**src/hdl/ptt_pkg.sv**
```systemverilog
// Package: register map, reset values and field layouts of the timer block
`default_nettype none
package ptt_pkg;
  localparam logic [5:0] PTT_IDX_WIDE_CNT = 6'h00;
  localparam logic [5:0] PTT_IDX_PER_CTRL = 6'h01;
  localparam logic [5:0] PTT_IDX_PER_CNT = 6'h02;
  localparam logic [5:0] PTT_IDX_PER_VAL = 6'h03;
  localparam logic [5:0] PTT_IDX_IRQ_STAT = 6'h04;
  localparam logic [5:0] PTT_IDX_WIDE_CTRL = 6'h05;
  localparam logic [5:0] PTT_IDX_IRQ_MASK = 6'h06;
  localparam logic [7:0] PTT_CTRL_RST = 8'h00;
  localparam logic [7:0] PTT_CTRL_WMASK = 8'hFE;
  localparam logic [4:0] PTT_PCTRL_RST = 5'h00;
  localparam logic [15:0] PTT_CNT_RST = 16'h0000;
  localparam logic [15:0] PTT_WIDE_MAX = 16'hFFFF;
  localparam logic [3:0] PTT_STAT_RST = 4'h0;
  localparam logic [7:0] PTT_PRE_RST = 8'h00;
  localparam int PTT_ST_WIDE = 0;
  localparam int PTT_ST_LOW = 1;
  localparam int PTT_ST_HIGH = 2;
  localparam int PTT_ST_EXTINT = 3;
  typedef struct packed {
    logic extIntEdgeSelect;
    logic extClkEdgeSelect;
    logic clockSourceSelect;
    logic [3:0] prescaleSelect;
    logic unusedBit;
  } ptt_ctrl_t;
  typedef struct packed {
    logic highExtClk;
    logic lowExtClk;
    logic highTimerRun;
    logic lowTimerRun;
    logic cascadeSelect;
  } ptt_pctrl_t;
endpackage
`default_nettype wire

```
**src/hdl/ptt_timers.sv**
```systemverilog
// Timer block: prescaled wide overflow counter and two cascadable period timers
`default_nettype none
module ptt_timers
  import ptt_pkg::*;
(
  input wire logic clk,
  input wire logic nrst,
  input wire logic wb_cyc_i,
  input wire logic wb_stb_i,
  input wire logic wb_we_i,
  input wire logic [7:0] wb_adr_i,
  input wire logic [3:0] wb_sel_i,
  input wire logic [31:0] wb_dat_i,
  output logic [31:0] wb_dat_o,
  output logic wb_ack_o,
  output logic irq_o,
  input wire logic wideTimerClkPin,
  input wire logic sharedTimerClkPin,
  input wire logic extIntPin
);
  function automatic logic [7:0] preMask(input logic [3:0] code);
    logic [3:0] n;
    logic [8:0] m;
    n = code[3] ? 4'h8 : {1'b0, code[2:0]};
    m = (9'h001 << n) - 9'h001;
    return m[7:0];
  endfunction

  function automatic logic [15:0] wrMerge(input logic [15:0] old, input logic [15:0] d,
                                          input logic [1:0] sel);
    logic [15:0] r;
    r = old;
    if (sel[0])
    begin
      r[7:0] = d[7:0];
    end
    if (sel[1])
    begin
      r[15:8] = d[15:8];
    end
    return r;
  endfunction

  ptt_ctrl_t ctrl_r;
  ptt_pctrl_t pctrl_r;
  logic [15:0] wideCnt_r;
  logic [15:0] perCnt_r;
  logic [15:0] perVal_r;
  logic [3:0] stat_r;
  logic [3:0] stat_nxt;
  logic [3:0] mask_r;
  logic [7:0] pre_r;
  logic pinLvlPrev_r;
  logic sync1_r;
  logic sync2_r;
  logic sync3_r;
  logic shPrev_r;
  logic intPrev_r;
  logic ackSent_r;
  logic [5:0] idx;
  logic wrEn;
  logic [31:0] rdData;
  logic pinLvl;
  logic srcEvt;
  logic divLvl;
  logic wideTick;
  logic shEdge;
  logic lowTick;
  logic highTick;
  logic casc16;
  logic lowMatch;
  logic highMatch;
  logic wideWrap;
  logic lowRoll;
  logic highRoll;
  logic extIntEvt;

  // Bus: ack one cycle after request; write lands on the acked edge
  assign idx = wb_adr_i[7:2];
  assign wrEn = wb_cyc_i && wb_stb_i && wb_we_i && ackSent_r;

  always_ff @(posedge clk)
  begin
    if (!nrst)
    begin
      ackSent_r <= 1'b0;
      wb_dat_o <= 32'h0000_0000;
    end
    else
    begin
      ackSent_r <= wb_cyc_i && wb_stb_i && !ackSent_r;
      wb_dat_o <= rdData;
    end
  end
  assign wb_ack_o = ackSent_r;

  // Unmapped words read zero and swallow writes
  always_comb
  begin
    rdData = 32'h0000_0000;
    if (idx == PTT_IDX_WIDE_CNT)
      rdData[15:0] = wideCnt_r;
    else if (idx == PTT_IDX_PER_CTRL)
      rdData[4:0] = pctrl_r;
    else if (idx == PTT_IDX_PER_CNT)
      rdData[15:0] = perCnt_r;
    else if (idx == PTT_IDX_PER_VAL)
      rdData[15:0] = perVal_r;
    else if (idx == PTT_IDX_IRQ_STAT)
      rdData[3:0] = stat_r;
    else if (idx == PTT_IDX_WIDE_CTRL)
      rdData[7:0] = {ctrl_r[7:1], 1'b0};
    else if (idx == PTT_IDX_IRQ_MASK)
      rdData[3:0] = mask_r;
  end

  always_ff @(posedge clk)
  begin
    if (!nrst)
      ctrl_r <= PTT_CTRL_RST;
    else if (wrEn && idx == PTT_IDX_WIDE_CTRL && wb_sel_i[0])
      ctrl_r <= wb_dat_i[7:0] & PTT_CTRL_WMASK;
  end

  always_ff @(posedge clk)
  begin
    if (!nrst)
    begin
      pctrl_r <= PTT_PCTRL_RST;
      perVal_r <= PTT_CNT_RST;
      mask_r <= PTT_STAT_RST;
    end
    else if (wrEn)
    begin
      if (idx == PTT_IDX_PER_CTRL && wb_sel_i[0])
        pctrl_r <= wb_dat_i[4:0];
      if (idx == PTT_IDX_PER_VAL)
        perVal_r <= wrMerge(perVal_r, wb_dat_i[15:0], wb_sel_i[1:0]);
      if (idx == PTT_IDX_IRQ_MASK && wb_sel_i[0])
        mask_r <= wb_dat_i[3:0];
    end
  end

  // Wide timer source and prescaler
  always_comb
  begin
    pinLvl = wideTimerClkPin ~^ ctrl_r.extClkEdgeSelect;
    srcEvt = ctrl_r.clockSourceSelect | (pinLvl & ~pinLvlPrev_r);
    if (ctrl_r.prescaleSelect == 4'h0)
      divLvl = pinLvl;
    else if (ctrl_r.prescaleSelect[3])
      divLvl = pre_r[7];
    else
      divLvl = pre_r[ctrl_r.prescaleSelect[2:0] - 3'h1];
    // Internal path needs no synchroniser; pin path only ticks on sync edge
    if (ctrl_r.clockSourceSelect)
      wideTick = &(pre_r | ~preMask(ctrl_r.prescaleSelect));
    else
      wideTick = sync2_r & ~sync3_r;
  end

  always_ff @(posedge clk)
  begin
    if (!nrst)
    begin
      pre_r <= PTT_PRE_RST;
      // Idle pin level under reset edge select: no false count after reset
      pinLvlPrev_r <= 1'b1;
    end
    else
    begin
      pinLvlPrev_r <= pinLvl;
      if (srcEvt)
        pre_r <= pre_r + 8'h01;
    end
  end

  // Pin is prescaled first, then synchronised; sync1 feeds sync2 only
  always_ff @(posedge clk)
  begin
    if (!nrst)
    begin
      sync1_r <= 1'b1;
      sync2_r <= 1'b1;
      sync3_r <= 1'b1;
    end
    else
    begin
      sync1_r <= divLvl;
      sync2_r <= sync1_r;
      sync3_r <= sync2_r;
    end
  end

  assign wideWrap = wideTick && wideCnt_r == PTT_WIDE_MAX;

  always_ff @(posedge clk)
  begin
    if (!nrst)
      wideCnt_r <= PTT_CNT_RST;
    else if (wrEn && idx == PTT_IDX_WIDE_CNT)
      wideCnt_r <= wrMerge(wideCnt_r, wb_dat_i[15:0], wb_sel_i[1:0]);
    else if (wideTick)
      wideCnt_r <= wideCnt_r + 16'h0001;
  end

  // Period timers; shared pin counts on falling edges
  always_comb
  begin
    shEdge = shPrev_r & ~sharedTimerClkPin;
    lowTick = pctrl_r.lowExtClk ? shEdge : 1'b1;
    highTick = pctrl_r.highExtClk ? shEdge : 1'b1;
    casc16 = pctrl_r.cascadeSelect & pctrl_r.lowTimerRun & pctrl_r.highTimerRun;
    lowMatch = casc16 ? (perCnt_r == perVal_r) : (perCnt_r[7:0] == perVal_r[7:0]);
    highMatch = perCnt_r[15:8] == perVal_r[15:8];
    lowRoll = pctrl_r.lowTimerRun && lowTick && lowMatch;
    highRoll = !pctrl_r.cascadeSelect && pctrl_r.highTimerRun && highTick && highMatch;
  end

  always_ff @(posedge clk)
  begin
    if (!nrst)
      perCnt_r <= PTT_CNT_RST;
    else if (wrEn && idx == PTT_IDX_PER_CNT)
      perCnt_r <= wrMerge(perCnt_r, wb_dat_i[15:0], wb_sel_i[1:0]);
    else if (casc16)
    begin
      if (lowTick)
        perCnt_r <= lowMatch ? 16'h0000 : perCnt_r + 16'h0001;
    end
    else
    begin
      // Cascade with only low running: low alone counts
      if (pctrl_r.lowTimerRun && lowTick)
        perCnt_r[7:0] <= lowMatch ? 8'h00 : perCnt_r[7:0] + 8'h01;
      if (highRoll)
        perCnt_r[15:8] <= 8'h00;
      else if (!pctrl_r.cascadeSelect && pctrl_r.highTimerRun && highTick)
        perCnt_r[15:8] <= perCnt_r[15:8] + 8'h01;
    end
  end

  // Flags: set wins over a same-cycle write-one clear
  assign extIntEvt = ctrl_r.extIntEdgeSelect ? (extIntPin & ~intPrev_r)
                                             : (~extIntPin & intPrev_r);

  always_comb
  begin
    stat_nxt = stat_r;
    if (wrEn && idx == PTT_IDX_IRQ_STAT && wb_sel_i[0])
      stat_nxt = stat_r & ~wb_dat_i[3:0];
    stat_nxt[PTT_ST_WIDE] = stat_nxt[PTT_ST_WIDE] | wideWrap;
    stat_nxt[PTT_ST_LOW] = stat_nxt[PTT_ST_LOW] | lowRoll;
    stat_nxt[PTT_ST_HIGH] = stat_nxt[PTT_ST_HIGH] | highRoll;
    stat_nxt[PTT_ST_EXTINT] = stat_nxt[PTT_ST_EXTINT] | extIntEvt;
  end

  always_ff @(posedge clk)
  begin
    if (!nrst)
    begin
      stat_r <= PTT_STAT_RST;
      irq_o <= 1'b0;
      shPrev_r <= 1'b0;
      intPrev_r <= 1'b0;
    end
    else
    begin
      stat_r <= stat_nxt;
      irq_o <= |(stat_nxt & mask_r);
      shPrev_r <= sharedTimerClkPin;
      intPrev_r <= extIntPin;
    end
  end
endmodule
`default_nettype wire

```
**config.mk**
```make
export PLATFORM = sky130hd
export DESIGN_NAME = ptt_timers
export DESIGN_NICKNAME = d
export VERILOG_FILES = /design/src/hdl/ptt_pkg.sv /design/src/hdl/ptt_timers.sv
export SDC_FILE = /design/constraint.sdc
export NUM_CORES = 1
export LEC_CHECK = 0
export BUFFER_PORTS_ARGS = -buffer_cell sky130_fd_sc_hd__buf_2
export CORE_MARGIN = 4
export CORE_UTILIZATION = 50
export DETAILED_ROUTE_END_ITERATION = 16
export PLACE_DENSITY = 0.71
export SYNTH_ARGS = -nofsm -noshare
export SYNTH_HDL_FRONTEND = slang
export SYNTH_SLANG_ARGS = --single-unit
```
**constraint.sdc**
```tcl
create_clock -name clk -period 2.6 [get_ports clk]
set_input_delay 0.52 -clock clk [delete_from_list [all_inputs] [get_ports clk]]
set_output_delay 0.52 -clock clk [all_outputs]
set_load 0.005 [all_outputs]
```
==> results of run 1 <==
[cells by family (layout without fill, tap and decap cells)]
kind of cell / Yosys count / count (layout) / synth area share
AOI/OAI and AO/OA: 195 / 195 / 0.228
xor gates and xnor gates: 37 / 37 / 0.0552
adders and majority gates: 7 / 7 / 0.0149
buffers and inverters: 89 / 134 / 0.0678
DFF: 100 / 100 / 0.341
muxes: 25 / 25 / 0.0471
other: 1 / 16 / 0.000639
and+or+nand+nor: 287 / 287 / 0.245
[what timing repair did]
action,in CTS,in global routing
buffers inserted,0,3
endpoints found under the setup margin,8,17
hold endpoints to repair,0,0
pin swaps,0,2
gates resized for setup,1,6
[power by group]
group | switching, mW | internal [mW] | leakage [nW]
clock | 0.626 | 0.810 | 0.157
sequential | 0.00795 | 1.54 | 0.808
combinational | 0.132 | 0.0571 | 1.68
[cell usage after synthesis, types with 12 or more instances]
library cell / number / area, um^2
buf_4: 16 / 120
clkbuf_1: 50 / 188
nand3_1: 34 / 170
a21oi_1: 44 / 220
mux2i_1: 22 / 220
nand2_1: 69 / 259
nor2_1: 71 / 267
and3_1: 12 / 75.1
xnor2_1: 12 / 105
inv_1: 18 / 67.6
or3_1: 14 / 87.6
o211ai_1: 15 / 113
o21ai_0: 36 / 180
a31oi_1: 13 / 81.3
dfxtp_1: 100 / 2000
xor2_1: 25 / 219
nor3_1: 22 / 110
nand4_1: 13 / 81.3
[critical path: stages, from the launching register on]
cell and delay [ns]:
dfxtp_1 0.34, buf_4 0.18, inv_1 0.10, nand3_1 0.10, ha_2 0.32, or2_2 0.09, o2111a_1 0.19, o221ai_2 0.10
o21a_2 0.28, buf_4 0.16, a21o_1 0.19, o221a_2 0.28
[state kept, by name, indices dropped and copies added (netlist names), 4 cells and up]
register	count
ctrl_r	7
mask_r	4
pctrl_r	5
perCnt_r	16
perVal_r	16
pre_r	8
stat_r	4
wb_dat_o	16
wideCnt_r	16
[routing by layer]
layer | vias up | share of wire | GRT usage
li1 | 2792 | - | -
met3 | 29 | 0.084 | 0.0674
met5 | - | 0 | 0
met2 | 293 | 0.46 | 0.434
met4 | 0 | 0.022 | 0.0851
met1 | 2908 | 0.43 | 0.367
[per-stage QoR]
step / worst slack (ns) / cells / hold WS, ns / area [um^2]
detailed placement: -0.0287 / 925 / 0.402 / 6380
global placement: -0.00707 / 925 / 0.397 / 6380
global route: 0.0333 / 944 / 0.398 / 6750
finish: 0.157 / 944 / 0.386 / 6750
CTS: 0.0133 / 941 / 0.382 / 6700
floorplan: 0.114 / 756 / 0.386 / 5930
[worst min path at each step]
stage	start	to
CTS	sharedTimerClkPin	shPrev_r$_SDFF_PN0_
floorplan	sync1_r$_SDFF_PN1_	sync2_r$_SDFF_PN1_
detailed placement	sync1_r$_SDFF_PN1_	sync2_r$_SDFF_PN1_
finish	sharedTimerClkPin	shPrev_r$_SDFF_PN0_
global route	sharedTimerClkPin	shPrev_r$_SDFF_PN0_
global placement	sync1_r$_SDFF_PN1_	sync2_r$_SDFF_PN1_
[final cells by class]
type	instances	area, um^2
fillers	1033	4720
multi-input cells	567	3560
flip-flops and latches	100	2000
repair buffers	99	621
clock buffers	11	253
well taps	143	179
inverters	19	71.3
clock inverters	5	65.1
==> results.cfg, run 1 <==
[synthesis]
synth-edff-count = 0
synth.distinct_cells = 70
ys.flop_type = dfxtp_1
synth_area_um2 = 5870
synthCells = 741
ys_seq_area_frac = 0.341
synth_area_per_cell_um2 = 7.92
ys_seq_elements = 100
yosysWarningCount = 0
synthArstFlopShare = 0

[die]
ioPinCount = 86
die-area_um2 = 13500
rows = 39
die_h_um = 116
start_util = 0.512
core-area_um2 = 11500
die_x_um = 116

[pwr]
p_leak_nw = 2.65
total_power_mw = 3.17
vdd_ir_drop_max_mv = 0.443
power.density_nw_per_um2 = 470

[placed_design]
port-buffer-count = 49
place_congestion = 0.943
dpl.hpwl_mm = 13.4

[finish]
nets = 855
finalCoreUtilization = 0.588
diodes = 0
mostFrequentLayoutCells = 99 x dfxtp_1, 70 x nor2_1, 69 x nand2_1
area_growth_pct = 14.9
final_common_cell = dfxtp_1
drive_gt1_frac = 0.170

[critical_path]
start_kind = register
r2r_setup_slack_ns = 0.16
crit_type = register to register
endpoint_kind = register
crit_required_ns = 2.85
r2r_start = ctrl_r[2]$_SDFFE_PN0P_
crit_fanout = 8
r2r_end = wideCnt_r[10]$_SDFFE_PN0P_
crit_path_end = wideCnt_r[10]$_SDFFE_PN0P_
worstRegToRegCells = 11
worstPathArrival_ns = 2.69
crit_path_start = ctrl_r[2]$_SDFFE_PN0P_

[cts]
insertion_delay_ns = 0.36
cts_tree = yes
hold_buffers = 0
cts_max_level = 3
path_clk_slew_ns = 0.07
cts_buffers = 9
root_buffer = clkbuf_16
clock-sinks = 100
clk_path_buf_depth = 2

[route]
dr.pass1.iters = 6
ant_nets = 0
drcViolationCount = 0
vias = 6022
drt_iter0_drc = 828
totalWireLength_mm = 18.3
via_per_inst = 6.38
post_drt_wl_per_cell_um = 19.4

[timing]
hold_viol = 0
fmaxAchievable_mhz = 409
grt_setup_unrepaired = no
fin_skew_ns = 0.00823
setup_viol = 0
maxSlewHeadroom = 0.350
worst_slew_pin_slew_ns = 0.970
finalSetupTns_ns = 0
final.min_clock_period_ns = 2.44
final.period_utilization = 0.940
slew_violations = 0

[global_route]
grt_pass1_wl_mm = 28.9
antenna_found_initial = 0
grt.total_usage = 0.273
grt_pass1_vias = 5548
grt_overflow = 0
grt_max_degree = 54

[worst_hold_path]
worstHoldPathType = input port to register
holdPathStages = 2

[flow_run]
cap_violations = 0

[run_status]
status = completed
No activity file was read; power rests on OpenSTA's default activity.
==> run 2: changes to the inputs <==
- PLACE_DENSITY: 0.71 -> 0.74
==> results.cfg, run 2 (synthesized netlist as in run 1, its figures left out) <==
[timing]
fin_skew_ns = 0.00831
hold_viol = 0
final.period_utilization = 0.953
setup_slack_ns = 0.121
holdWs_ns = 0.377
slew_violations = 0
maxSlewHeadroom = 0.417
worst_slew_pin_slew_ns = 0.871
setup_viol = 0
final.min_clock_period_ns = 2.48
fmaxAchievable_mhz = 403

[critical_path]
r2r_end = wideCnt_r[6]$_SDFFE_PN0P_
crit_required_ns = 2.86
crit_type = register to register
start_kind = register
endpoint_kind = register
r2r_setup_slack_ns = 0.12
crit_fanout = 8
worstRegToRegCells = 9
worstPathArrival_ns = 2.74
r2r_start = ctrl_r[1]$_SDFFE_PN0P_

[finish]
drive_gt1_frac = 0.160
nets = 848
area_growth_pct = 14.9
mostFrequentLayoutCells = 100 x dfxtp_1, 70 x nor2_1, 69 x nand2_1
num-fill-cells = 1028
multi_input_area_um2 = 3560
final_common_cell = dfxtp_1
regArea_um2 = 2000
diodes = 0

[worst_hold_path]
min_from = sharedTimerClkPin
holdPathStages = 2
worstHoldPathType = input port to register
hold_end = shPrev_r$_SDFF_PN0_

[route]
ant_nets = 0
totalWireLength_mm = 17.8
vias = 5944
via_per_inst = 6.34
drcViolationCount = 0
drt_iter0_drc = 732
dr.pass1.iters = 8
post_drt_wl_per_cell_um = 19.0

[die]
die_x_um = 116
die-area_um2 = 13500
ioPinCount = 86
start_util = 0.512
rows = 39
core-area_um2 = 11500
die_h_um = 116

[global_route]
grt_max_degree = 49
grt_overflow = 0
grt_pass1_wl_mm = 28.4
grt_pass1_vias = 5579
antenna_found_initial = 0
grt.total_usage = 0.268

[placed_design]
preCtsSetupSlack_ns = -0.0176
dpl.hpwl_mm = 13.2
port-buffer-count = 49
place_congestion = 0.981

[pwr]
vdd_ir_drop_max_mv = 0.422
power.density_nw_per_um2 = 490
p_leak_nw = 2.63

[cts]
path_clk_slew_ns = 0.07
cts_buffers = 9
clk_path_buf_depth = 2
insertion_delay_ns = 0.36
cts_max_level = 3
root_buffer = clkbuf_16
clock-sinks = 100
cts_tree = yes

[flow_run]
cap_violations = 0

[run_status]
status = completed
[run 2: critical path: stages (launching register included)]
cell      delay [ns]
dfxtp_1         0.35
nor4_4          0.33
inv_1           0.09
ha_2            0.31
or2_2           0.09
o2111a_1        0.21
o221ai_2        0.12
o21a_4          0.26
or3_1           0.37
a221oi_1        0.26
[run 2: where the power goes]
| part | internal [mW] | leakage (nW) | switching (mW) | total, mW |
|---|---|---|---|---|
| clock | 0.954 | 0.167 | 0.617 | 1.57 |
| sequential | 1.54 | 0.807 | 0.00806 | 1.55 |
| combinational | 0.0571 | 1.66 | 0.128 | 0.185 |
| total | 2.55 | 2.63 | 0.753 | 3.30 |
[run 2: how the worst max path moves through the flow]
| stage | slack (ns) | endpoint | cells past startpoint | start |
|---|---|---|---|---|
| after floorplan | 0.11 | wideCnt_r[10]$_SDFFE_PN0P_ | 11 | ctrl_r[1]$_SDFFE_PN0P_ |
| after global placement | 0.02 | perCnt_r[10]$_SDFFE_PN0P_ | 8 | wb_adr_i[4] |
| after detailed placement | -0.02 | wideCnt_r[12]$_SDFFE_PN0P_ | 9 | ctrl_r[1]$_SDFFE_PN0P_ |
| after CTS | 0.04 | wideCnt_r[6]$_SDFFE_PN0P_ | 9 | ctrl_r[1]$_SDFFE_PN0P_ |
| after global routing | -0.03 | wideCnt_r[6]$_SDFFE_PN0P_ | 9 | ctrl_r[1]$_SDFFE_PN0P_ |
| final | 0.12 | wideCnt_r[6]$_SDFFE_PN0P_ | 9 | ctrl_r[1]$_SDFFE_PN0P_ |
[run 2: area by class of cell]
cell class	count	area share
multi-input combinational	567	0.528
sequential	100	0.297
tap	143	0.0265
inverter	19	0.0106
timing repair buffer	92	0.0861
clock buffer	10	0.0340
clock inverter	6	0.0178
[run 2: stage by stage]
step / setup TNS (ns) / power [mW] / cell area, um^2 / std cells / utilization
final: 0 / 3.30 / 6740 / 937 / 0.588
after global routing: -0.0322 / 3.42 / 6740 / 937 / 0.588
after CTS: 0 / 3.32 / 6700 / 935 / 0.584
after detailed placement: -0.0252 / 1.76 / 6350 / 919 / 0.553
after global placement: 0 / 1.76 / 6350 / 919 / 0.553
after floorplan: 0 / 1.69 / 5930 / 756 / -
[run 2: metal layers]
layer  track usage  wire length [um]  share of wire
met1         0.350              7390           0.42
met3        0.0782              1530          0.086
met2         0.415              8220           0.46
met5             0                 0              0
met4         0.112               652          0.037
[run 2: timing repair]
action                     CTS  global route
buffers inserted             0             2
resized for setup            1             6
setup endpoints to repair    5            17
hold buffers                 0             0
pin swaps                    0             1
